**src/lpw_cfg.svh**
```systemverilog
// Constants for the low-power wake controller: command codes, offsets, field positions, reset values.
// Assumes inclusion by lpw_ctrl, lpw_host and the bench; definitions only.
`ifndef LPW_CFG_SVH
`define LPW_CFG_SVH

// ********************
// Register offsets
// ********************
`define LPW_CTRL_OFF 12'h000
`define LPW_TGT_TIME_OFF 12'h004
`define LPW_TGT_DATE_OFF 12'h008
`define LPW_SECS_OFF 12'h00C
`define LPW_STAT_OFF 12'h010
`define LPW_RTC_TIME_OFF 12'h014
`define LPW_RTC_DATE_OFF 12'h018

// ********************
// Control fields
// ********************
`define LPW_CTRL_GO_BIT 0
`define LPW_CTRL_MODE_LSB 1
`define LPW_CTRL_SER_BIT 3
`define LPW_CTRL_KIND_LSB 4
`define LPW_CTRL_NOARG_BIT 7
`define LPW_CTRL_HASYR_BIT 8
`define LPW_CTRL_ABORT_BIT 9

// ********************
// Mode and target codes
// ********************
`define LPW_MODE_SLEEP 2'h1
`define LPW_MODE_IDLE 2'h2
`define LPW_MODE_DEEP 2'h3
`define LPW_KIND_NONE 3'h0
`define LPW_KIND_SECS 3'h1
`define LPW_KIND_TIME 3'h2
`define LPW_KIND_TOP 3'h3
`define LPW_KIND_DATE 3'h4
`define LPW_KIND_DTTM 3'h5

// ********************
// Wake source codes
// ********************
`define LPW_SRC_NONE 3'h0
`define LPW_SRC_SECS 3'h1
`define LPW_SRC_CLOCK 3'h2
`define LPW_SRC_TRIG 3'h3
`define LPW_SRC_CHAR 3'h4
`define LPW_SRC_ABORT 3'h5

// ********************
// Reset values
// ********************
`define LPW_CTRL_RST 32'h0000_0000
`define LPW_TGT_RST 24'h00_0000
`define LPW_SECS_RST 32'h0000_0000

`endif

```
**src/lpw_pkg.sv**
```systemverilog
// Types for the low-power wake controller.
// Assumes lpw_cfg.svh holds the numeric constants.
`default_nettype none
package lpw_pkg;
    typedef enum logic [1:0] {
        LPW_ACTIVE,
        LPW_LIGHT,
        LPW_DEEP
    } lpw_state_t;
endpackage
`default_nettype wire

```
**src/lpw_sync.sv**
```systemverilog
// Three-stage synchroniser for a pin level; change counts once stages two and three agree.
// Assumes an asynchronous pin and one clock domain.
`timescale 1ns/1ps
`default_nettype none
module lpw_sync (
    // Clock and reset
    input wire logic pclk,
    input wire logic presetn,
    // Pin and clean level
    input wire logic pin_in,
    output logic level_out
);
    logic s1_ff;
    logic s2_ff;
    logic s3_ff;
    logic lvl_ff;

    always_ff @(posedge pclk or negedge presetn) begin
        if (!presetn) begin
            s1_ff <= 1'b0;
            s2_ff <= 1'b0;
            s3_ff <= 1'b0;
        end else begin
            s1_ff <= pin_in;
            s2_ff <= s1_ff;
            s3_ff <= s2_ff;
        end
    end

    always_ff @(posedge pclk or negedge presetn) begin
        if (!presetn) begin
            lvl_ff <= 1'b0;
        end else if (s2_ff == s3_ff) begin
            lvl_ff <= s3_ff;
        end
    end

    assign level_out = lvl_ff;
endmodule
`default_nettype wire

```
**src/lpw_match.sv**
```systemverilog
// Clock and date comparator for the wake target.
// Assumes BCD-free binary fields from the real-time clock, all on pclk.
`timescale 1ns/1ps
`default_nettype none
module lpw_match (
    // Clock and reset
    input wire logic pclk,
    input wire logic presetn,
    // Current clock
    input wire logic [4:0] rtc_hour,
    input wire logic [5:0] rtc_min,
    input wire logic [5:0] rtc_sec,
    input wire logic [3:0] rtc_month,
    input wire logic [4:0] rtc_day,
    input wire logic [6:0] rtc_year,
    // Target
    input wire logic [4:0] tgt_hour,
    input wire logic [5:0] tgt_min,
    input wire logic [5:0] tgt_sec,
    input wire logic [3:0] tgt_month,
    input wire logic [4:0] tgt_day,
    input wire logic [6:0] tgt_year,
    input wire logic use_year,
    // Match flags
    output logic time_hit,
    output logic date_hit,
    output logic top_hit
);
    logic time_ff;
    logic date_ff;
    logic top_ff;

    always_ff @(posedge pclk or negedge presetn) begin
        if (!presetn) begin
            time_ff <= 1'b0;
            date_ff <= 1'b0;
            top_ff <= 1'b0;
        end else begin
            time_ff <= (rtc_hour == tgt_hour) && (rtc_min == tgt_min) && (rtc_sec == tgt_sec);
            date_ff <= (rtc_month == tgt_month) && (rtc_day == tgt_day) &&
                       (!use_year || (rtc_year == tgt_year));
            top_ff <= (rtc_min == 6'h00) && (rtc_sec == 6'h00);
        end
    end

    assign time_hit = time_ff;
    assign date_hit = date_ff;
    assign top_hit = top_ff;
endmodule
`default_nettype wire

```
**src/lpw_ctrl.sv**
```systemverilog
// Low-power wake controller: light sleep, idle and deep sleep with their wake sources, on APB.
// Assumes a one-pulse-per-second tick and clock fields on pclk, an asynchronous trigger pin,
// and a receive path that reports a character arrival as a one-cycle pulse.
//
// Contract
// Light sleep and idle switch off only the LEDs.
// Light states end on seconds, clock match, trigger or enabled character.
// Sleep discards the waking character; idle keeps it for next receive.
// Deep sleep disables LEDs, RS232, USB, logic serial and all serial channels.
// Deep sleep ends only on seconds, date/time or trigger, never on character; the code also ends it on an abort write.
// Trigger ends deep sleep at once regardless of target.
// Character wake armed only by flag; plain number is seconds timeout.
// Time argument may be hh:mm:ss or top of next hour.
// No arguments means serial wake on and no timeout.
// Serial plus timeout wakes at whichever comes first.
// Absolute time alone in light sleep disables character wake.
// Hours and minutes only take seconds as zero.
// Top wakes when minutes and seconds reach zero; alone disables character wake.
// Month/day without year wakes at hour zero of that date.
// Two-digit year wakes on that exact date.
// Time with date wakes when both match.
// Plain number in deep sleep counts seconds from entry.
// Any wake returns to active, restores functions, records the source.
`timescale 1ns/1ps
`default_nettype none
`include "lpw_cfg.svh"
module lpw_ctrl
    import lpw_pkg::*;
#(
    parameter int SECS_W = 32
) (
    // Clock and reset
    input wire logic pclk,
    input wire logic presetn,
    // APB slave
    input wire logic psel,
    input wire logic penable,
    input wire logic pwrite,
    input wire logic [11:0] paddr,
    input wire logic [31:0] pwdata,
    output logic [31:0] prdata,
    output logic pready,
    output logic pslverr,
    // Real-time clock
    input wire logic sec_tick,
    input wire logic [4:0] rtc_hour,
    input wire logic [5:0] rtc_min,
    input wire logic [5:0] rtc_sec,
    input wire logic [3:0] rtc_month,
    input wire logic [4:0] rtc_day,
    input wire logic [6:0] rtc_year,
    // Wake events
    input wire logic ext_trig_pin,
    input wire logic rx_char_pulse,
    // Function enables and receive buffer control
    output logic led_en,
    output logic rs232_en,
    output logic usb_en,
    output logic logic_serial_en,
    output logic other_serial_en,
    output logic rx_char_drop,
    output logic low_power
);
    // ********************
    // Declarations
    // ********************
    lpw_state_t state_ff;
    lpw_state_t nxt_state;
    logic is_idle_ff;
    logic ser_en_ff;
    logic [2:0] kind_ff;
    logic use_year_ff;
    logic [4:0] tgt_hour_ff;
    logic [5:0] tgt_min_ff;
    logic [5:0] tgt_sec_ff;
    logic [3:0] tgt_month_ff;
    logic [4:0] tgt_day_ff;
    logic [6:0] tgt_year_ff;
    logic [SECS_W-1:0] secs_ff;
    logic [SECS_W-1:0] left_ff;
    logic [2:0] src_ff;
    logic [2:0] nxt_src;
    logic wake;
    logic drop_ff;
    logic [31:0] prdata_ff;
    logic trig_lvl;
    logic trig_prev_ff;
    logic trig_rise;
    logic time_hit;
    logic date_hit;
    logic top_hit;
    logic clk_hit;
    logic wr_en;
    logic rd_en;
    logic go_cmd;
    logic abort_cmd;
    logic [1:0] cmd_mode;
    logic [2:0] cmd_kind;

    // ********************
    // APB decode
    // ********************
    assign pready = 1'b1;
    assign wr_en = psel && penable && pwrite;
    assign rd_en = psel && penable && !pwrite;
    assign pslverr = psel && penable && (paddr > `LPW_RTC_DATE_OFF || paddr[1:0] != 2'h0);
    assign go_cmd = wr_en && (paddr == `LPW_CTRL_OFF) && pwdata[`LPW_CTRL_GO_BIT];
    assign abort_cmd = wr_en && (paddr == `LPW_CTRL_OFF) && pwdata[`LPW_CTRL_ABORT_BIT];
    assign cmd_mode = pwdata[`LPW_CTRL_MODE_LSB +: 2];
    assign cmd_kind = pwdata[`LPW_CTRL_KIND_LSB +: 3];

    // ********************
    // Wake inputs
    // ********************
    lpw_sync lpw_sync_i (
        .pclk(pclk),
        .presetn(presetn),
        .pin_in(ext_trig_pin),
        .level_out(trig_lvl)
    );

    always_ff @(posedge pclk or negedge presetn) begin
        if (!presetn) begin
            trig_prev_ff <= 1'b0;
        end else begin
            trig_prev_ff <= trig_lvl;
        end
    end

    assign trig_rise = trig_lvl && !trig_prev_ff;

    lpw_match lpw_match_i (
        .pclk(pclk),
        .presetn(presetn),
        .rtc_hour(rtc_hour),
        .rtc_min(rtc_min),
        .rtc_sec(rtc_sec),
        .rtc_month(rtc_month),
        .rtc_day(rtc_day),
        .rtc_year(rtc_year),
        .tgt_hour(tgt_hour_ff),
        .tgt_min(tgt_min_ff),
        .tgt_sec(tgt_sec_ff),
        .tgt_month(tgt_month_ff),
        .tgt_day(tgt_day_ff),
        .tgt_year(tgt_year_ff),
        .use_year(use_year_ff),
        .time_hit(time_hit),
        .date_hit(date_hit),
        .top_hit(top_hit)
    );

    // ********************
    // Command capture
    // ********************
    // flag and seconds
    always_ff @(posedge pclk or negedge presetn) begin
        if (!presetn) begin
            is_idle_ff <= 1'b0;
            ser_en_ff <= 1'b0;
            kind_ff <= `LPW_KIND_NONE;
            use_year_ff <= 1'b0;
        end else if (go_cmd && state_ff == LPW_ACTIVE) begin
            is_idle_ff <= (cmd_mode == `LPW_MODE_IDLE);
            use_year_ff <= pwdata[`LPW_CTRL_HASYR_BIT];
            // bare command
            if (pwdata[`LPW_CTRL_NOARG_BIT] && cmd_mode != `LPW_MODE_DEEP) begin
                ser_en_ff <= 1'b1;
                kind_ff <= `LPW_KIND_NONE;
            end else begin
                // no character in deep sleep
                ser_en_ff <= pwdata[`LPW_CTRL_SER_BIT] && (cmd_mode != `LPW_MODE_DEEP);
                kind_ff <= cmd_kind;
            end
        end
    end

    // seconds default zero
    always_ff @(posedge pclk or negedge presetn) begin
        if (!presetn) begin
            tgt_hour_ff <= 5'h00;
            tgt_min_ff <= 6'h00;
            tgt_sec_ff <= 6'h00;
        end else if (wr_en && paddr == `LPW_TGT_TIME_OFF && state_ff == LPW_ACTIVE) begin
            tgt_sec_ff <= pwdata[5:0];
            tgt_min_ff <= pwdata[13:8];
            tgt_hour_ff <= pwdata[20:16];
        end
    end

    always_ff @(posedge pclk or negedge presetn) begin
        if (!presetn) begin
            tgt_day_ff <= 5'h00;
            tgt_month_ff <= 4'h0;
            tgt_year_ff <= 7'h00;
        end else if (wr_en && paddr == `LPW_TGT_DATE_OFF && state_ff == LPW_ACTIVE) begin
            tgt_day_ff <= pwdata[4:0];
            tgt_month_ff <= pwdata[11:8];
            tgt_year_ff <= pwdata[22:16];
        end
    end

    always_ff @(posedge pclk or negedge presetn) begin
        if (!presetn) begin
            secs_ff <= '0;
        end else if (wr_en && paddr == `LPW_SECS_OFF && state_ff == LPW_ACTIVE) begin
            secs_ff <= pwdata[SECS_W-1:0];
        end
    end

    // ********************
    // Wake detection
    // ********************
    // seconds from entry
    always_ff @(posedge pclk or negedge presetn) begin
        if (!presetn) begin
            left_ff <= '0;
        end else if (go_cmd && state_ff == LPW_ACTIVE) begin
            left_ff <= secs_ff;
        end else if (state_ff != LPW_ACTIVE && sec_tick && left_ff != '0) begin
            left_ff <= left_ff - 1'b1;
        end
    end

    // clock targets
    always_comb begin
        case (kind_ff)
            `LPW_KIND_TIME: clk_hit = time_hit;
            `LPW_KIND_TOP: clk_hit = top_hit;
            `LPW_KIND_DATE: clk_hit = date_hit && (rtc_hour == 5'h00) && (rtc_min == 6'h00) && (rtc_sec == 6'h00);
            `LPW_KIND_DTTM: clk_hit = date_hit && time_hit;
            default: clk_hit = 1'b0;
        endcase
    end

    // first source wins
    always_comb begin
        nxt_src = `LPW_SRC_NONE;
        if (abort_cmd) begin
            nxt_src = `LPW_SRC_ABORT;
        end else if (trig_rise) begin
            nxt_src = `LPW_SRC_TRIG;
        end else if (state_ff == LPW_LIGHT && ser_en_ff && rx_char_pulse) begin
            nxt_src = `LPW_SRC_CHAR;
        end else if (kind_ff == `LPW_KIND_SECS && sec_tick && left_ff == {{(SECS_W-1){1'b0}}, 1'b1}) begin
            nxt_src = `LPW_SRC_SECS;
        end else if (clk_hit && sec_tick) begin
            nxt_src = `LPW_SRC_CLOCK;
        end
    end

    assign wake = (state_ff != LPW_ACTIVE) && (nxt_src != `LPW_SRC_NONE);

    // ********************
    // State machine
    // ********************
    always_comb begin
        nxt_state = state_ff;
        case (state_ff)
            LPW_ACTIVE: begin
                if (go_cmd && (cmd_mode == `LPW_MODE_SLEEP || cmd_mode == `LPW_MODE_IDLE)) begin
                    nxt_state = LPW_LIGHT;
                end else if (go_cmd && cmd_mode == `LPW_MODE_DEEP) begin
                    nxt_state = LPW_DEEP;
                end
            end
            LPW_LIGHT, LPW_DEEP: begin
                // back to active
                if (wake) begin
                    nxt_state = LPW_ACTIVE;
                end
            end
            default: nxt_state = LPW_ACTIVE;
        endcase
    end

    always_ff @(posedge pclk or negedge presetn) begin
        if (!presetn) begin
            state_ff <= LPW_ACTIVE;
        end else begin
            state_ff <= nxt_state;
        end
    end

    // record source
    always_ff @(posedge pclk or negedge presetn) begin
        if (!presetn) begin
            src_ff <= `LPW_SRC_NONE;
        end else if (wake) begin
            src_ff <= nxt_src;
        end
    end

    // drop only in sleep
    always_ff @(posedge pclk or negedge presetn) begin
        if (!presetn) begin
            drop_ff <= 1'b0;
        end else begin
            drop_ff <= wake && (nxt_src == `LPW_SRC_CHAR) && !is_idle_ff;
        end
    end

    // ********************
    // Function enables
    // ********************
    // gating
    assign led_en = (state_ff == LPW_ACTIVE);
    assign rs232_en = (state_ff != LPW_DEEP);
    assign usb_en = (state_ff != LPW_DEEP);
    assign logic_serial_en = (state_ff != LPW_DEEP);
    assign other_serial_en = (state_ff != LPW_DEEP);
    assign rx_char_drop = drop_ff;
    assign low_power = (state_ff != LPW_ACTIVE);

    // ********************
    // Read data
    // ********************
    always_ff @(posedge pclk or negedge presetn) begin
        if (!presetn) begin
            prdata_ff <= 32'h0000_0000;
        end else if (psel && !penable && !pwrite) begin
            case (paddr)
                `LPW_CTRL_OFF: prdata_ff <= {23'h00_0000, use_year_ff, 1'b0, kind_ff, ser_en_ff, 1'b0, is_idle_ff, 1'b0};
                `LPW_TGT_TIME_OFF: prdata_ff <= {11'h000, tgt_hour_ff, 2'h0, tgt_min_ff, 2'h0, tgt_sec_ff};
                `LPW_TGT_DATE_OFF: prdata_ff <= {9'h000, tgt_year_ff, 4'h0, tgt_month_ff, 3'h0, tgt_day_ff};
                `LPW_SECS_OFF: prdata_ff <= 32'(secs_ff);
                `LPW_STAT_OFF: prdata_ff <= {24'h00_0000, 3'h0, src_ff, state_ff};
                `LPW_RTC_TIME_OFF: prdata_ff <= {11'h000, rtc_hour, 2'h0, rtc_min, 2'h0, rtc_sec};
                `LPW_RTC_DATE_OFF: prdata_ff <= {9'h000, rtc_year, 4'h0, rtc_month, 3'h0, rtc_day};
                default: prdata_ff <= 32'h0000_0000;
            endcase
        end
    end

    assign prdata = prdata_ff;

    // ********************
    // Checks
    // ********************
    deep_no_char_a: assert property (@(posedge pclk) disable iff (!presetn)
        state_ff == LPW_DEEP && rx_char_pulse && !trig_rise && !abort_cmd && !clk_hit
            && !(sec_tick && left_ff == {{(SECS_W-1){1'b0}}, 1'b1}) |=> state_ff == LPW_DEEP)
        else $error("character ended deep sleep");
    deep_trig_wake_a: assert property (@(posedge pclk) disable iff (!presetn)
        state_ff == LPW_DEEP && trig_rise && !abort_cmd |=> state_ff == LPW_ACTIVE && src_ff == `LPW_SRC_TRIG)
        else $error("trigger did not end deep sleep");
    deep_ports_off_a: assert property (@(posedge pclk) disable iff (!presetn)
        state_ff == LPW_DEEP |-> !led_en && !rs232_en && !usb_en && !logic_serial_en && !other_serial_en)
        else $error("port left on in deep sleep");
    light_leds_only_a: assert property (@(posedge pclk) disable iff (!presetn)
        state_ff == LPW_LIGHT |-> !led_en && rs232_en && usb_en && logic_serial_en)
        else $error("wrong functions off in light sleep");
    idle_keeps_char_a: assert property (@(posedge pclk) disable iff (!presetn)
        state_ff == LPW_LIGHT && is_idle_ff |=> !rx_char_drop)
        else $error("idle dropped waking character");
    sleep_drops_char_a: assert property (@(posedge pclk) disable iff (!presetn)
        state_ff == LPW_LIGHT && !is_idle_ff && ser_en_ff && rx_char_pulse && !trig_rise && !abort_cmd
            |=> rx_char_drop && src_ff == `LPW_SRC_CHAR)
        else $error("sleep kept waking character");
    secs_expire_a: assert property (@(posedge pclk) disable iff (!presetn)
        state_ff != LPW_ACTIVE && kind_ff == `LPW_KIND_SECS && sec_tick
            && left_ff == {{(SECS_W-1){1'b0}}, 1'b1} |=> state_ff == LPW_ACTIVE)
        else $error("timeout missed");
    bare_cmd_serial_a: assert property (@(posedge pclk) disable iff (!presetn)
        go_cmd && state_ff == LPW_ACTIVE && pwdata[`LPW_CTRL_NOARG_BIT] && cmd_mode == `LPW_MODE_SLEEP
            |=> ser_en_ff && kind_ff == `LPW_KIND_NONE)
        else $error("bare sleep not armed for character");
endmodule
`default_nettype wire

```
**config.mk**
```make
export PLATFORM = sky130hd
export DESIGN_NAME = lpw_ctrl
export DESIGN_NICKNAME = d
export VERILOG_FILES = /design/src/lpw_pkg.sv /design/src/lpw_sync.sv /design/src/lpw_match.sv /design/src/lpw_ctrl.sv
export VERILOG_INCLUDE_DIRS = /design/src
export SDC_FILE = /design/constraint.sdc
export NUM_CORES = 1
export LEC_CHECK = 0
export ABC_AREA = 1
export BUFFER_PORTS_ARGS = -buffer_cell sky130_fd_sc_hd__clkbuf_2
export CORE_MARGIN = 1.5
export CORE_UTILIZATION = 32
export DETAILED_ROUTE_END_ITERATION = 12
export HOLD_SLACK_MARGIN = 0.06
export PLACE_DENSITY_LB_ADDON = 0.05
export SLEW_MARGIN = 20
export SYNTH_ARGS = -nofsm -noshare
export SYNTH_HDL_FRONTEND = slang
export SYNTH_SLANG_ARGS = --single-unit
export TNS_END_PERCENT = 50
```
**constraint.sdc**
```tcl
create_clock -name pclk -period 2.4 [get_ports pclk]
set_input_delay 0.48 -clock pclk [delete_from_list [all_inputs] [get_ports pclk]]
set_output_delay 0.48 -clock pclk [all_outputs]
set_load 0.01 [all_outputs]
```
; ---- After elaboration in Yosys (flattened, before gate mapping)
; Index checks and enable logic that the tools add are counted.
[op_classes]
addsub = 1
magnitude_cmp = 1
n_eq_ne = 29
n_mux = 15
n_reduce_logical = 59
[ops]
columns = op, count
row1 = $pmux 32 s7, 1
row2 = $mux 32, 2
row3 = $logic_and 1x1->1, 39
row4 = $eq 12x5->1 const B, 3
row5 = $eq 32x1->1 const B, 1
row6 = $reduce_bool 32->1, 1
row7 = $sub 32x1->32 const B, 1
row8 = $eq 12x4->1 const B, 2
row9 = $eq 12x3->1 const B, 1
row10 = $eq 6x6->1, 2
row11 = $gt 12x5->1 const B, 1
row12 = $logic_not 12->1, 1
row13 = $logic_not 6->1, 2
row14 = $mux 3, 4
row15 = $eq 5x5->1, 2
row16 = $mux 2, 5
row17 = $eq 3x3->1 const B, 3
row18 = $eq 7x7->1, 1
row19 = $eq 2x2->1 const B, 3
row20 = $eq 3x2->1 const B, 2
row21 = $ne 2x2->1 const B, 3
row22 = $reduce_bool 2->1, 3
row23 = $logic_not 1->1, 5
row24 = $logic_not 5->1, 1
row25 = 13 further kinds, 16
[word_totals]
reg_bits = 149
inputBits = 85
output_inout_bits = 41

; ---- Logic depth before layout (Yosys ltp)
; Gate-level depths: netlist of the first run.
[depth]
depth_word = 15
mapped_depth = 14

; ---- Hierarchy
; Synthesis of the first run repeated with hierarchy kept, for this count alone.
[unflattened]
hier_cells = 1077
area_unflattened_um2 = 8360.5
[by_module_without_submodules]
columns = module, n_inst, cells_per_inst, area_per_inst_um2
row1 = lpw_ctrl, 1, 963, 7653.6
row2 = lpw_match, 1, 106, 590.6
row3 = lpw_sync, 1, 8, 116.4

; ---- Least setup slack after synthesis of the first run
; Ideal clock, no wire load.
[synth_path]
kind = reg-to-reg
from = reg left_ff[0]
to = reg left_ff[5]
setup_time_ns = 0.137
arrival_ns = 1.781
required_ns = 2.263
slack_ns = 0.481
stages_incl_launch_ff = 12
n_path_buf = 1
synth_period_minus_slack_ns = 1.919
cell_sequence = dfrtp_1 -> inv_1 -> ha_1 -> nand2_2 -> nor2_4 -> nand2_2 -> or2_1 -> nand3_4 -> inv_2 -> buf_2 -> nand2_1 -> o221ai_1
[synth_between]
elab_chain_len = 3
word_cells_on_any_way = 6
[synth_lines]
columns = element, line
row1 = "start, declared", lpw_ctrl.sv:80  ; logic [SECS_W-1:0] left_ff;
row2 = "start signal, assigned", lpw_ctrl.sv:219  ; left_ff <= secs_ff;
row3 = "start signal, assigned", lpw_ctrl.sv:221  ; left_ff <= left_ff - 1'b1;
row4 = $sub 32x1->32 / $reduce_bool 32->1 (equally long branches), "lpw_ctrl.sv:221, lpw_ctrl.sv:220"
row5 = $mux 32 / $logic_and 1x1->1 (equally long branches), lpw_ctrl.sv:220  ; end else if (state_ff != LPW_ACTIVE && sec_tick && left_ff != '0) begin
row6 = $mux 32 / $reduce_bool 2->1 (equally long branches), n/a
; Parallel ways exist; a longest one is shown, timed or not. The select of a mux whose other input is x is not followed.
; A chain may end at the register's enable or synchronous reset.

; ---- Worst setup path in the final report of the first run
[layout_path]
from = reg left_ff[0]
to = reg left_ff[11]
; The elaborated chain is that of the path after synthesis.

==> results of run 1 <==
[Yosys cell counts, types with 12 or more instances]
| cell type | number |
|---|---|
| nand2_1 | 239 |
| dfrtp_1 | 149 |
| inv_1 | 143 |
| nor2_1 | 92 |
| nand3_1 | 69 |
| o21ai_0 | 59 |
| a21oi_1 | 35 |
| xor2_1 | 27 |
| o21ai_1 | 18 |
| o22ai_1 | 15 |
| mux2i_1 | 14 |
| nor3_1 | 14 |
| xnor2_1 | 13 |
| o211ai_1 | 12 |
[final timing paths]
check,end,slack [ns],cells past startpoint
worst max register to register,left_ff[11],0.21,11
worst min register to register,lpw_sync_i.s2_ff,0.35,0
max in group asynchronous,secs_ff[25],1.12,3
worst min-delay path,lpw_sync_i.s1_ff,0.16,1
min in group asynchronous,lpw_sync_i.level_out,0.59,2
worst max-delay path,left_ff[11],0.21,11
[flip-flops by register name, summed over array words and instances (netlist names), 2 cells and up]
register and count:
kind_ff 3, left_ff 32, prdata 32, secs_ff 32
src_ff 3, state_ff 2, tgt_day_ff 5, tgt_hour_ff 5
tgt_min_ff 6, tgt_month_ff 4, tgt_sec_ff 6, tgt_year_ff 7
[through the flow]
step / worst slack (ns) / util, % / instances / hold WS [ns] / area [sq um]
2_1_floorplan: 0.481 / - / 1035 / 0.184 / 8250
3_3_place_gp: 0.123 / 37.1 / 1489 / 0.341 / 9380
3_5_place_dp: 0.129 / 37.1 / 1489 / 0.341 / 9380
4_1_cts: 0.148 / 39.8 / 1522 / 0.146 / 10000
5_1_grt: 0.0613 / 39.8 / 1522 / 0.145 / 10100
6_report: 0.211 / 39.8 / 1522 / 0.159 / 10100
[power by group through the flow]
stage	registers [mW]	logic [mW]	clock network (mW)
after floorplan	2.95	1.40	0
after global placement	3.03	1.89	0
after detailed placement	3.02	1.90	0
after CTS	2.98	1.91	3.12
after global routing	3.01	2.12	3.22
final	2.98	1.89	3.04
[critical path, cell delays in order, from the launching register on]
cell	delay (ns)
dfrtp_1	0.42
inv_1	0.15
ha_1	0.26
nand2_2	0.10
nor2_4	0.18
nand2_2	0.09
or2_1	0.27
nand3_4	0.09
nand2_4	0.14
inv_6	0.20
nand2_1	0.07
o211ai_1	0.09
[cell type report]
type | instances | area (sq um) | area share (%)
multi-input combinational | 702 | 3760 | 37.4
sequential | 149 | 3730 | 37.1
timing repair buffer | 159 | 921 | 9.16
inverter | 150 | 568 | 5.65
clock buffer | 19 | 443 | 4.41
tap | 330 | 413 | 4.11
clock inverter | 13 | 218 | 2.17
[cells by family (layout without fill, tap and decap cells)]
| group | count (synthesis) | after routing | share of synthesized area [%] |
|---|---|---|---|
| AO/OA/AOI/OAI | 166 | 166 | 12.4 |
| XOR/XNOR | 40 | 40 | 4.25 |
| adder cells (fa/ha/maj) | 8 | 8 | 1.18 |
| AND/OR/NAND/NOR | 473 | 473 | 26.0 |
| buffers and inverters | 184 | 341 | 9.24 |
| multiplexers | 14 | 14 | 1.70 |
| flip-flops | 149 | 149 | 45.2 |
| other | 1 | 1 | 0.0455 |
[repair_timing]
action | 4_1_cts | 5_1_grt
endpoints found under the setup margin | 0 | 1
endpoints found under the hold margin | 11 | 0
buffers inserted | 0 | 0
resized for setup | 0 | 1
hold buffers | 1 | 0
[per-layer routing]
layer  GRT usage [%]  routed length (microns)  vias up
met5               0                        0        -
met4            5.41                      330        0
met3            3.99                     1560       19
met2            31.0                    11700      184
met1            30.8                    13100     3458
li1                -                        -     3640
==> metrics, run 1 <==
status finished clean; syn_area_per_cell between 7 and 8 sq um; slew at the pin with the worst max-slew slack 0.589 ns; cell leakage power ~5.4 nW; Internal 5.31 mW; worst setup path start left_ff[0]; post-synthesis sequential area ratio around 45%; site row count 58; total of max-cap violations 0; area delta synth->final 21.9%; largest net degree at the start of global routing 60; Netlist Area Pre-Place slightly above 8000 sq um; Async SR Flop Fraction between 90% and 100%; Clk pin slew, worst setup/hold paths ~0.07 ns; Cell variety after synth between 40 and 50; die extent in y about 160 microns; area leader, netlist dfrtp_1; Syn Nets roughly 1100; First-pass DRT Iterations 4; first-pass GRT wire length 41.6 mm; drt via density about 4.8; max-slew violations 0; fin crit share between 90% and 100%; Net Sw Frac 32.9%; Net Switching 2.61 mW; DR WL/cell ~18 microns; TNS Setup 0 ns; final setup vio count 0; detailed-route via count 7301; number of synthesized flops with an enable pin 0; Logic pwr share a little under a quarter; H-tree levels 4; Iter 0 DRT Violations 389; Max Root-Sink Buffers 2; Final Skew around 0.014 ns; Top FF cell, synth dfrtp_1; Initial Util 32.7%; ant diodes 0; Port Buffer Count around 120; NumNets Final roughly 1300; Boundary Pins around 130; minimum clock period 2.19 ns; element type at the critical path end flip-flop; CTS root buf clkbuf_16; commonest non-fill, non-tap cell in the layout nand2_1; GRT Total Usage 20.9%; initial antenna violation count 0; drc violations 0; Hold Path Origin ext_trig_pin; Critical R2R Launch left_ff[0]; WP data required roughly 2.7 ns; vias in the first global route between 7000 and 8000; area share of the largest cell type after synthesis a little under half; Post-Syn Instances 1035; Design Power between 7 and 8 mW; synth top area cells dfrtp_1, nand2_1, inv_1; cts bufs inserted 17; most frequent cells in the layout nand2_1, dfrtp_1, inv_1, clkbuf_2, nor2_1; RSZ-0062 raised after global routing no; Final Hold Viols 0; worst-path fanout max 17; Cell Pwr Density just under 800 nW/um^2; Worst slew margin 60.7%; Max Fclk about 460 MHz; clk_lat worst skew approximately 0.43 ns; startpoint class of the critical path flip-flop; total congestion overflow 0; Routed Antenna Nets 0; Critical Path AT approximately 2.5 ns; Core Box Area about 25000 sq um; Clock Power Share between 30% and 40%; maximum VDD drop approximately 0.00043 V; Min-Delay Path Class in2reg; synth warn 0; Setup Crit Path Kind reg2reg; Die W between 150 and 200 microns; RD Place Congestion roughly 0.85; Final HPWL DP 20.5 mm; layout cells sized above 1 20.8%; final WL between 20 and 30 mm; die area between 20000 and 30000 sq um; sequential share of power between 30% and 40%; fillers about 2700; TritonCTS clock tree built; # clock sinks 149; flops & latches, synth roughly 150
Power figures use the tool's default switching activity.
==> inputs of run 2 (changes only) <==
- BUFFER_PORTS_ARGS: -buffer_cell sky130_fd_sc_hd__clkbuf_2 -> -buffer_cell sky130_fd_sc_hd__buf_2
- CORE_ASPECT_RATIO: not set -> 0.5
==> run 2 against run 1 <==
- global-route usage up 1.2 points
- non-clock buffer count up 4
- flip-flop and latch count unchanged
- die area up 0.22%
- clock skew down 0.0044 ns
- hold slack worse by 0.022 ns
- register-to-register slack better by 0.04 ns
- worst setup slack better by 0.036 ns
- critical path depth unchanged
- first-iteration DRC count up 49%
- clock power down 6.6%
==> metrics, run 2 (synthesized netlist as in run 1, its figures left out) <==
status finished clean (unchanged); final setup vio count 0 (unchanged); final WL 28.1 mm (was 26.7 mm); Min-Delay Path Class in2reg (unchanged); WP data required 2.72 ns (was 2.73 ns); clk_lat worst skew 0.45 ns (was 0.43 ns); detailed-route via count 7410 (was 7301); maximum VDD drop 0.000482 V (was 0.000430 V); Boundary Pins 126 (unchanged); Slowest-stage cell, CP dfrtp_1 (unchanged); Internal 5.18 mW (was 5.31 mW); cell leakage power 5.46 nW (was 5.43 nW); CP peak stage delay 0.41 ns (was 0.42 ns); element type at the critical path end flip-flop (unchanged); initial antenna violation count 0 (unchanged); Port Buffer Count 124 (unchanged); commonest non-fill, non-tap cell in the layout nand2_1 (unchanged); Post-CTS Setup Bufs 0 (unchanged); NumNets Final 1275 (was 1271); Critical Path AT 2.48 ns (was 2.52 ns); Max Root-Sink Buffers 2 (unchanged); Cell Pwr Density 768 nW/um^2 (was 788 nW/um^2); startpoint class of the critical path flip-flop (unchanged); total of max-cap violations 0 (unchanged); Iter 0 DRT Violations 581 (was 389); Die W 230 microns (was 164 microns); die extent in y 117 microns (was 164 microns); drt via density 4.81 (was 4.80); Net Sw Frac 33.3% (was 32.9%); Final Skew 0.00992 ns (was 0.0143 ns); layout cells sized above 1 20.8% (about the same); Clock Power Share 36.5% (was 38.4%); DR WL/cell 18.2 microns (was 17.5 microns); largest net degree at the start of global routing 51 (was 60); minimum clock period 2.15 ns (was 2.19 ns); area delta synth->final 22.5% (was 21.9%); cells along the critical path inv_1 -> ha_1 -> nand2_2 -> nor2_4 -> nand2_2 -> or2_1 -> nand3_4 -> inv_2 -> nand3_1 -> nand3_1 -> o211ai_1 (was inv_1 -> ha_1 -> nand2_2 -> nor2_4 -> nand2_2 -> or2_1 -> nand3_4 -> nand2_4 -> inv_6 -> nand2_1 -> o211ai_1); slew at the pin with the worst max-slew slack 0.521 ns (was 0.589 ns); vias in the first global route 7228 (was 7178); TNS Setup 0 ns (unchanged); RD Place Congestion 0.902 (was 0.854); Routed Antenna Nets 0 (unchanged); Final Hold Viols 0 (unchanged); total congestion overflow 0 (unchanged); RSZ-0062 raised after global routing no (unchanged); # clock sinks 149 (unchanged); M1 GR Usage 33.4% (was 30.8%); fin crit share 89.7% (was 91.2%); max-slew violations 0 (unchanged); placed insts 1507 (was 1489); GRT met2 Usage 30.7% (was 31.0%); Net Switching 2.58 mW (was 2.61 mW); Logic pwr share 25.1% (was 23.9%); Max Fclk 465 MHz (was 457 MHz); drc violations 0 (unchanged); TritonCTS clock tree built (unchanged); Core Box Area 25200 sq um (was 25300 sq um); die area 26800 sq um (was 26700 sq um); worst-path fanout max 25 (was 17); first-pass GRT wire length 43.5 mm (was 41.6 mm); First-pass DRT Iterations 5 (was 4); Worst slew margin 65.3% (was 60.7%); site row count 41 (was 58); H-tree levels 4 (unchanged); ant diodes 0 (unchanged); Hold Path Cell Cnt 1 (unchanged); Worst Reg-to-Reg Cells 11 (unchanged); Setup Crit Path Kind reg2reg (unchanged); most frequent cells in the layout nand2_1, dfrtp_1, inv_1, buf_2, nor2_1 (was nand2_1, dfrtp_1, inv_1, clkbuf_2, nor2_1); most used routing layer met1 (was met2); routing usage on met3 5.44% (was 3.99%); CTS root buf clkbuf_16 (unchanged); Final HPWL DP 21.4 mm (was 20.5 mm); Clk pin slew, worst setup/hold paths 0.06 ns (was 0.07 ns); cts bufs inserted 17 (unchanged); GRT Total Usage 22.0% (was 20.9%); sequential share of power 38.3% (was 37.7%); Initial Util 32.7% (about the same); Post-Layout Cell Count 1540 (was 1522)
[run 2: power groups by stage]
stage	sequential, mW	clock (mW)	combinational [mW]
3_5_place_dp	3.01	0	1.95
3_3_place_gp	3.02	0	1.95
4_1_cts	2.98	2.90	1.96
5_1_grt	3.01	3.01	2.22
6_report	2.98	2.84	1.95
2_1_floorplan	2.95	0	1.40
[run 2: repair_timing]
item	in CTS	in global routing
endpoints found under the hold margin	42	0
setup endpoints to repair	0	2
gates resized for setup	0	1
hold buffers	1	0
[run 2: final timing paths]
kind / endpoint / from / slack (ns)
min: lpw_sync_i.s1_ff / ext_trig_pin / 0.14
max in group asynchronous: tgt_month_ff[3] / presetn / 1.17
min reg2reg: lpw_sync_i.s2_ff / lpw_sync_i.s1_ff / 0.36
max reg2reg: left_ff[3] / left_ff[0] / 0.25
max: left_ff[3] / left_ff[0] / 0.25
min in group asynchronous: left_ff[0] / presetn / 0.55
[run 2: critical path: cells and delay by family (launching register included)]
kind | cells | cell delay [ns]
simple gates | 7 | 0.83
compound gates | 1 | 0.08
fa+ha+maj | 1 | 0.25
flops | 1 | 0.41
buf+inv | 2 | 0.46
[run 2: layout make-up]
type	instances	area, sq um
inverter	150	568
clock buffer	25	485
fill	2699	15100
sequential	149	3730
timing repair buffer	163	997
tap	344	430
clock inverter	7	120
multi-input combinational	702	3770
[run 2: layer usage]
metal,vias to the layer above,wire [microns]
met1,3573,14800
li1,3641,-
met3,22,1550
met5,-,0
met2,174,11300
met4,0,353
[run 2: stage by stage]
stage / cell area, sq um / hold slack, ns / worst slack (ns) / utilization (%) / power (mW)
floorplan: 8250 / 0.184 / 0.481 / - / 4.36
global placement: 9480 / 0.337 / 0.0954 / 37.6 / 4.97
detailed placement: 9480 / 0.352 / 0.0998 / 37.6 / 4.97
CTS: 10100 / 0.115 / 0.196 / 40.0 / 7.84
global route: 10100 / 0.122 / 0.0415 / 40.0 / 8.24
finish: 10100 / 0.137 / 0.247 / 40.0 / 7.76
